[config.mk]
export PLATFORM = sky130hd
export DESIGN_NAME = rrs_exec
export DESIGN_NICKNAME = d
export VERILOG_FILES = /design/src/verilog/rrs_pkg.sv /design/src/verilog/rrs_rotate.sv /design/src/verilog/rrs_exec.sv
export SDC_FILE = /design/constraint.sdc
export NUM_CORES = 1
export LEC_CHECK = 0
export BUFFER_PORTS_ARGS = -buffer_cell sky130_fd_sc_hd__buf_2
export CAP_MARGIN = 10
export CELL_PAD_IN_SITES_DETAIL_PLACEMENT = 1
export CELL_PAD_IN_SITES_GLOBAL_PLACEMENT = 1
export CORE_ASPECT_RATIO = 0.7
export CORE_MARGIN = 2
export CORE_UTILIZATION = 37
export DETAILED_ROUTE_END_ITERATION = 8
export GPL_ROUTABILITY_DRIVEN = 0
export MAX_ROUTING_LAYER = met4
export PLACE_DENSITY = 0.94
export SYNTH_ARGS = -nofsm -noshare
export SYNTH_HDL_FRONTEND = slang
export SYNTH_SLANG_ARGS = --single-unit
[constraint.sdc]
create_clock -name CLK -period 3.6 [get_ports CLK]
set_input_delay 0.54 -clock CLK [delete_from_list [all_inputs] [get_ports CLK]]
set_output_delay 0.54 -clock CLK [all_outputs]
set_load 0.02 [all_outputs]
[src/verilog/rrs_pkg.sv]
// package: constants and types for the return / rotate / sleep execution block
package rrs_pkg;

   // ----------------------------------------------------------------
   // widths and operand limits
   // ----------------------------------------------------------------
   localparam int RRS_DATA_W = 8;
   localparam int RRS_FADDR_W = 7;
   localparam logic [6:0] RRS_FADDR_MAX = 7'h7F;
   localparam int RRS_PC_W_DEF = 13;

   // ----------------------------------------------------------------
   // clock and instruction cycle counts
   // ----------------------------------------------------------------
   localparam int RRS_CLK_PERIOD_NS = 10;
   localparam int RRS_RET_CYCLES = 2;
   localparam int RRS_ROT_CYCLES = 1;
   localparam int RRS_SYNC_STAGES = 2;

   // ----------------------------------------------------------------
   // values after reset and the watchdog clear value
   // ----------------------------------------------------------------
   localparam logic RRS_PD_N_RST = 1'b1;
   localparam logic RRS_TO_N_RST = 1'b1;
   localparam logic [7:0] RRS_DATA_RST = 8'h00;
   localparam logic [7:0] RRS_WDT_CLEAR_VAL = 8'h00;

   // ----------------------------------------------------------------
   // instruction selects and control states
   // ----------------------------------------------------------------
   typedef enum logic [2:0] {
      RRS_OP_NONE,
      RRS_OP_RETURN,
      RRS_OP_ROT_LEFT,
      RRS_OP_ROT_RIGHT,
      RRS_OP_SLEEP
   } rrs_op_t;

   typedef enum logic [1:0] {
      RRS_ST_RUN,
      RRS_ST_RET2,
      RRS_ST_SLEEP
   } rrs_state_t;

endpackage : rrs_pkg

[src/verilog/rrs_rotate.sv]
// rotate-through-carry datapath, purely combinational
`timescale 1ns/1ns
`default_nettype none
module rrs_rotate
   import rrs_pkg::*;
#(
   parameter int DATA_W = RRS_DATA_W
) (
   input wire logic [DATA_W-1:0] value_in,
   input wire logic carry_in,
   input wire logic dir_right,
   output logic [DATA_W-1:0] value_out,
   output logic carry_out
);

   // ----------------------------------------------------------------
   // rotate one place through the carry bit
   // ----------------------------------------------------------------
   // old carry fills the vacated end, the bit pushed out becomes carry
   always_comb begin
      if (dir_right) begin
         value_out = {carry_in, value_in[DATA_W-1:1]}; // RULE4
         carry_out = value_in[0];
      end else begin
         value_out = {value_in[DATA_W-2:0], carry_in}; // RULE3
         carry_out = value_in[DATA_W-1];
      end
   end

endmodule : rrs_rotate
`default_nettype wire

[src/verilog/rrs_exec.sv]
// execution unit for subroutine return, rotates through carry and sleep entry
//
// Function
// RULE1: return pops the hardware stack, loads its top into PC, two cycles, no flags.
// RULE2: rotates take a file address 0 to 127 and a one-bit destination.
// RULE3: left rotate: old carry into bit 0, bit 7 out to carry.
// RULE4: right rotate: old carry into bit 7, bit 0 out to carry.
// RULE5: destination 0 writes the working register, 1 writes the source file register.
// RULE6: left rotate is one word, one cycle, and updates only carry.
// RULE7: sleep clears the active-low power-down flag and sets the active-low time-out flag.
// RULE8: sleep clears the watchdog counter and its prescaler.
// RULE9: after sleep the instruction clock stops and execution halts.
// RULE10: right rotate is one word, one cycle, and updates only carry.
`timescale 1ns/1ns
`default_nettype none
module rrs_exec
   import rrs_pkg::*;
#(
   parameter int PC_W = RRS_PC_W_DEF
) (
   input wire logic CLK,
   input wire logic RST_B,
   input wire logic CE,
   input wire logic OP_VALID,
   input wire rrs_op_t OP_CODE,
   input wire logic [RRS_FADDR_W-1:0] FILE_ADDR,
   input wire logic DEST_SEL,
   input wire logic [RRS_DATA_W-1:0] FILE_RDATA,
   input wire logic CARRY_IN,
   input wire logic [PC_W-1:0] STACK_TOP_VALUE,
   input wire logic WAKE_EVENT,
   output logic OP_READY,
   output logic STACK_POP,
   output logic PC_LOAD,
   output logic [PC_W-1:0] PC_VALUE,
   output logic W_WE,
   output logic FILE_WE,
   output logic [RRS_FADDR_W-1:0] FILE_WADDR,
   output logic [RRS_DATA_W-1:0] RESULT_DATA,
   output logic CARRY_WE,
   output logic CARRY_OUT,
   output logic WATCHDOG_CLEAR,
   output logic [RRS_DATA_W-1:0] WATCHDOG_COUNTER_LOAD,
   output logic TIMEOUT_FLAG_N,
   output logic POWERDOWN_FLAG_N,
   output logic SLEEP_ACTIVE
);

   // ----------------------------------------------------------------
   // wake synchroniser
   // ----------------------------------------------------------------
   logic wake_meta_reg;
   logic wake_sync_reg;

   // wake arrives from the pin side, so it is retimed before use
   always_ff @(posedge CLK or negedge RST_B) begin
      if (!RST_B) begin
         wake_meta_reg <= 1'b0;
         wake_sync_reg <= 1'b0;
      end else if (CE) begin
         wake_meta_reg <= WAKE_EVENT;
         wake_sync_reg <= wake_meta_reg;
      end
   end

   // ----------------------------------------------------------------
   // issue decode
   // ----------------------------------------------------------------
   rrs_state_t state_reg;
   rrs_state_t state_next;
   logic take;
   logic take_ret;
   logic take_rot;
   logic take_sleep;
   logic [RRS_DATA_W-1:0] rot_value;
   logic rot_carry;

   // new work only in the run state; the second return cycle and sleep stall
   assign OP_READY = CE && (state_reg == RRS_ST_RUN);
   assign take = OP_VALID && OP_READY;
   assign take_ret = take && (OP_CODE == RRS_OP_RETURN);
   assign take_rot = take && ((OP_CODE == RRS_OP_ROT_LEFT) || (OP_CODE == RRS_OP_ROT_RIGHT));
   assign take_sleep = take && (OP_CODE == RRS_OP_SLEEP);
   assign SLEEP_ACTIVE = (state_reg == RRS_ST_SLEEP);

   rrs_rotate #(
      .DATA_W(RRS_DATA_W)
   ) u_rotate (
      .value_in(FILE_RDATA),
      .carry_in(CARRY_IN),
      .dir_right(OP_CODE == RRS_OP_ROT_RIGHT),
      .value_out(rot_value),
      .carry_out(rot_carry)
   );

   // ----------------------------------------------------------------
   // control state
   // ----------------------------------------------------------------
   // sleep is left only on a retimed wake; nothing issues meanwhile
   always_comb begin
      state_next = state_reg;
      unique case (state_reg)
         RRS_ST_RUN: begin
            if (take_ret) begin
               state_next = RRS_ST_RET2; // RULE1
            end else if (take_sleep) begin
               state_next = RRS_ST_SLEEP; // RULE9
            end
         end
         RRS_ST_RET2: state_next = RRS_ST_RUN;
         RRS_ST_SLEEP: begin
            if (wake_sync_reg) begin
               state_next = RRS_ST_RUN;
            end
         end
         default: state_next = RRS_ST_RUN;
      endcase
   end

   always_ff @(posedge CLK or negedge RST_B) begin
      if (!RST_B) begin
         state_reg <= RRS_ST_RUN;
      end else if (CE) begin
         state_reg <= state_next;
      end
   end

   // ----------------------------------------------------------------
   // write-back and program counter strobes
   // ----------------------------------------------------------------
   logic stack_pop_reg, stack_pop_next;
   logic pc_load_reg, pc_load_next;
   logic [PC_W-1:0] pc_value_reg, pc_value_next;
   logic w_we_reg, w_we_next;
   logic file_we_reg, file_we_next;
   logic [RRS_FADDR_W-1:0] file_waddr_reg, file_waddr_next;
   logic [RRS_DATA_W-1:0] result_reg, result_next;
   logic carry_we_reg, carry_we_next;
   logic carry_out_reg, carry_out_next;
   logic wdt_clear_reg, wdt_clear_next;
   logic pd_n_reg, pd_n_next;
   logic to_n_reg, to_n_next;

   // strobes last one cycle; data and flags hold until the next instruction that writes them
   // only sleep touches the status flags here; a watchdog expiry sets them elsewhere
   always_comb begin
      stack_pop_next = 1'b0;
      pc_load_next = 1'b0;
      pc_value_next = pc_value_reg;
      w_we_next = 1'b0;
      file_we_next = 1'b0;
      file_waddr_next = file_waddr_reg;
      result_next = result_reg;
      carry_we_next = 1'b0;
      carry_out_next = carry_out_reg;
      wdt_clear_next = 1'b0;
      pd_n_next = pd_n_reg;
      to_n_next = to_n_reg;
      if (take_ret) begin
         stack_pop_next = 1'b1; // RULE1
         pc_load_next = 1'b1;
         pc_value_next = STACK_TOP_VALUE;
      end
      if (take_rot) begin
         // 7-bit address port keeps the operand inside 0..127
         file_waddr_next = FILE_ADDR; // RULE2
         result_next = rot_value;
         w_we_next = !DEST_SEL; // RULE5
         file_we_next = DEST_SEL; // RULE5
         carry_we_next = 1'b1; // RULE6 RULE10
         carry_out_next = rot_carry;
      end
      if (take_sleep) begin
         wdt_clear_next = 1'b1; // RULE8
         pd_n_next = 1'b0; // RULE7
         to_n_next = 1'b1; // RULE7
      end
   end

   always_ff @(posedge CLK or negedge RST_B) begin
      if (!RST_B) begin
         stack_pop_reg <= 1'b0;
         pc_load_reg <= 1'b0;
         pc_value_reg <= '0;
         w_we_reg <= 1'b0;
         file_we_reg <= 1'b0;
         file_waddr_reg <= '0;
         result_reg <= RRS_DATA_RST;
         carry_we_reg <= 1'b0;
         carry_out_reg <= 1'b0;
         wdt_clear_reg <= 1'b0;
         pd_n_reg <= RRS_PD_N_RST;
         to_n_reg <= RRS_TO_N_RST;
      end else if (CE) begin
         stack_pop_reg <= stack_pop_next;
         pc_load_reg <= pc_load_next;
         pc_value_reg <= pc_value_next;
         w_we_reg <= w_we_next;
         file_we_reg <= file_we_next;
         file_waddr_reg <= file_waddr_next;
         result_reg <= result_next;
         carry_we_reg <= carry_we_next;
         carry_out_reg <= carry_out_next;
         wdt_clear_reg <= wdt_clear_next;
         pd_n_reg <= pd_n_next;
         to_n_reg <= to_n_next;
      end
   end

   assign STACK_POP = stack_pop_reg;
   assign PC_LOAD = pc_load_reg;
   assign PC_VALUE = pc_value_reg;
   assign W_WE = w_we_reg;
   assign FILE_WE = file_we_reg;
   assign FILE_WADDR = file_waddr_reg;
   assign RESULT_DATA = result_reg;
   assign CARRY_WE = carry_we_reg;
   assign CARRY_OUT = carry_out_reg;
   assign WATCHDOG_CLEAR = wdt_clear_reg;
   assign WATCHDOG_COUNTER_LOAD = RRS_WDT_CLEAR_VAL; // RULE8
   assign POWERDOWN_FLAG_N = pd_n_reg;
   assign TIMEOUT_FLAG_N = to_n_reg;
endmodule : rrs_exec
`default_nettype wire

==> results.ini <==
[route]
wirelength_met1_microns=1650
routed_via_density=4.60
drtAntennaViolNets=0
drtPass1Iterations=2
vias=1150
dr_wl_met2_microns=2070
routed-wl-met3_microns=202
top_layer=met4
route.detailed.drc=0
wl_microns=3970
drtIter0Drc=20
wire_per_inst_microns=15.9

[clock_tree]
cts_made_buffers=5
ctsResizeCount=0
htreeDepth=2
postCtsSetupBuffers=0
hold_buffers=0
cts_tree=built
root_buffer=clkbuf_8
cts_sinks=39
path_clk_slew_ns=0.08
clk_latency_ns=0.29
clockBufferDepth=2

[sta]
finClkSkew_ns=0.00406
rsz0062_at_grt=no
worst-slew-pin-transition_ns=1.06
hold_viol=0
slew_headroom_pct=29.3
finalSetupViolations=0
period_needed_ns=2.20
min_period_over_period_pct=61.0
hold_slack_ns=0.353
maxSlewViolCount=0
fmax_mhz=456
tns_ns=0

[synthesis]
yosysTopAreaCell=dfrtp_1
ys_seq_area_share_pct=57.2
yosysMostFrequentCell=dfrtp_1
yosys_most_used_dff=dfrtp_1
synth-seq-cells=39
synth_area_leaders=dfrtp_1 56%, mux2_2 19%, mux2_4 6.2%
synthCells=120
synth_area_sq_mm=0.00171
async_flop_share_pct=100
synthDistinctLibCells=21
avgSynthCellArea_sq_um=14.2
yosysWarnings=0
synth_top_area_share_pct=55.7
synth.top_cells.by_count=38 x dfrtp_1, 29 x mux2_2, 10 x buf_4, 7 x inv_1, 7 x mux2_4
synth_edf_count=0

[setup_path]
crit_required_ns=3.77
cp_max_fo=19
crit_buf_inv=0
cp.arrival_ns=2.36
critical_path_class=reg2reg
max_stage_delay_ns=0.73
rrSetupSlack_ns=1.41
timing.rr.end=FILE_WADDR[4]
endpoint_kind=register
reg2regPathDepth=3
worstSetupPathDepth=3
timing.rr.start=state_reg[0]
cp-start-kind=register
path_cells=and4bb_1, nand3b_1, mux2_4
crit_family=simple AND/OR/NAND/NOR gates
endpoint=FILE_WADDR[4]
critPathSlowestCell=nand3b_1
startpoint=state_reg[0]

[global_routing]
grt_max_degree=40
grt_pass1_wl_microns=6440
track_usage_pct=17.3
grt_pass1_vias=1283
grt-ovfl-total=0
antenna_found_initial=0

[placement]
placedCellCount=242
placed_cell_area_sq_mm=0.00207
hpwl_microns=3060
numPortBuffers=75

[run]
max-cap-violations=0

[layout]
nets=232
largest_reg_flops=13
n_fill_cell=482
diodes=0
fin_area_sq_mm=0.00215
syn2layout_area_growth_pct=25.9
fin_util_pct=49.1
finalNonFillerCells=250
drive_above_1_share_pct=61.0

[run_status]
status=complete, no violations

[power_and_ir_drop]
p_per_area_mw_per_mm2=586
ir_drop_mv=0.255
leakage_nw=1.13

[die]
die_h_microns=60.8
die-area_sq_mm=0.00518
core.rowCount=20
coreArea_sq_mm=0.00438
pin_count=85
die_x_microns=85.2
initial_utilization_pct=39.0

[worst_hold_path]
min_path_type=in2async

==> how the worst min path moves through the flow <==
stage	slack (ns)	to	start	cells after the start
final	0.35	PC_VALUE[7]	RST_B	1
after global routing	0.43	PC_VALUE[1]	RST_B	1
after CTS	0.39	PC_VALUE[7]	RST_B	1
after detailed placement	0.49	PC_VALUE[10]	PC_VALUE[10]	1
after global placement	0.47	PC_VALUE[8]	PC_VALUE[8]	1
after floorplan	0.24	CARRY_OUT	RST_B	0
==> metal layers <==
metal | track usage [%] | vias up
li1 | - | 534
met4 | 6.80 | 0
met1 | 20.2 | 572
met5 | - | -
met2 | 29.6 | 39
met3 | 3.95 | 5
==> power breakdown <==
| group | internal, W | total [W] | switching (W) |
|---|---|---|---|
| logic | 0.000167 | 0.000389 | 0.000222 |
| clock network | 0.000136 | 0.000285 | 0.000149 |
| registers | 0.000534 | 0.000585 | 0.0000516 |
==> kinds of logic (layout without fill, tap and decap cells) <==
family	count (synthesis)	after routing	synth area share (%)
multiplexers	40	40	27.9
flip-flops	39	39	57.2
buffers and inverters	22	90	7.99
AND/OR/NAND/NOR	10	10	4.25
AO/OA/AOI/OAI	7	7	2.20
other	2	9	0.440
==> stage by stage <==
stage          power (W)  worst slack (ns)
3_3_place_gp    0.000967              1.22
4_1_cts          0.00128              1.41
2_1_floorplan   0.000836              1.72
3_5_place_dp    0.000989              1.13
6_report         0.00126              1.41
5_1_grt          0.00134              1.30
==> final cells by class <==
class | instances | area [sq um] | area share (%)
multi-input cells | 66 | 621 | 28.9
inverters | 7 | 26.3 | 1.22
clock inverters | 1 | 5.00 | 0.233
repair buffers | 75 | 375 | 17.5
clock buffers | 7 | 76.3 | 3.55
well taps | 55 | 68.8 | 3.20
flip-flops and latches | 39 | 977 | 45.5
==> placed cells by master (no fill, tap or decap), drive strengths merged, types with 2 or more instances in the layout <==
cell,n
nand2,3
dfrtp,38
mux2,40
conb,9
clkbuf,7
nor3b,2
o22ai,2
o21ai,5
buf,75
inv,7
Note: power is estimated with default switching activity, not from simulation.
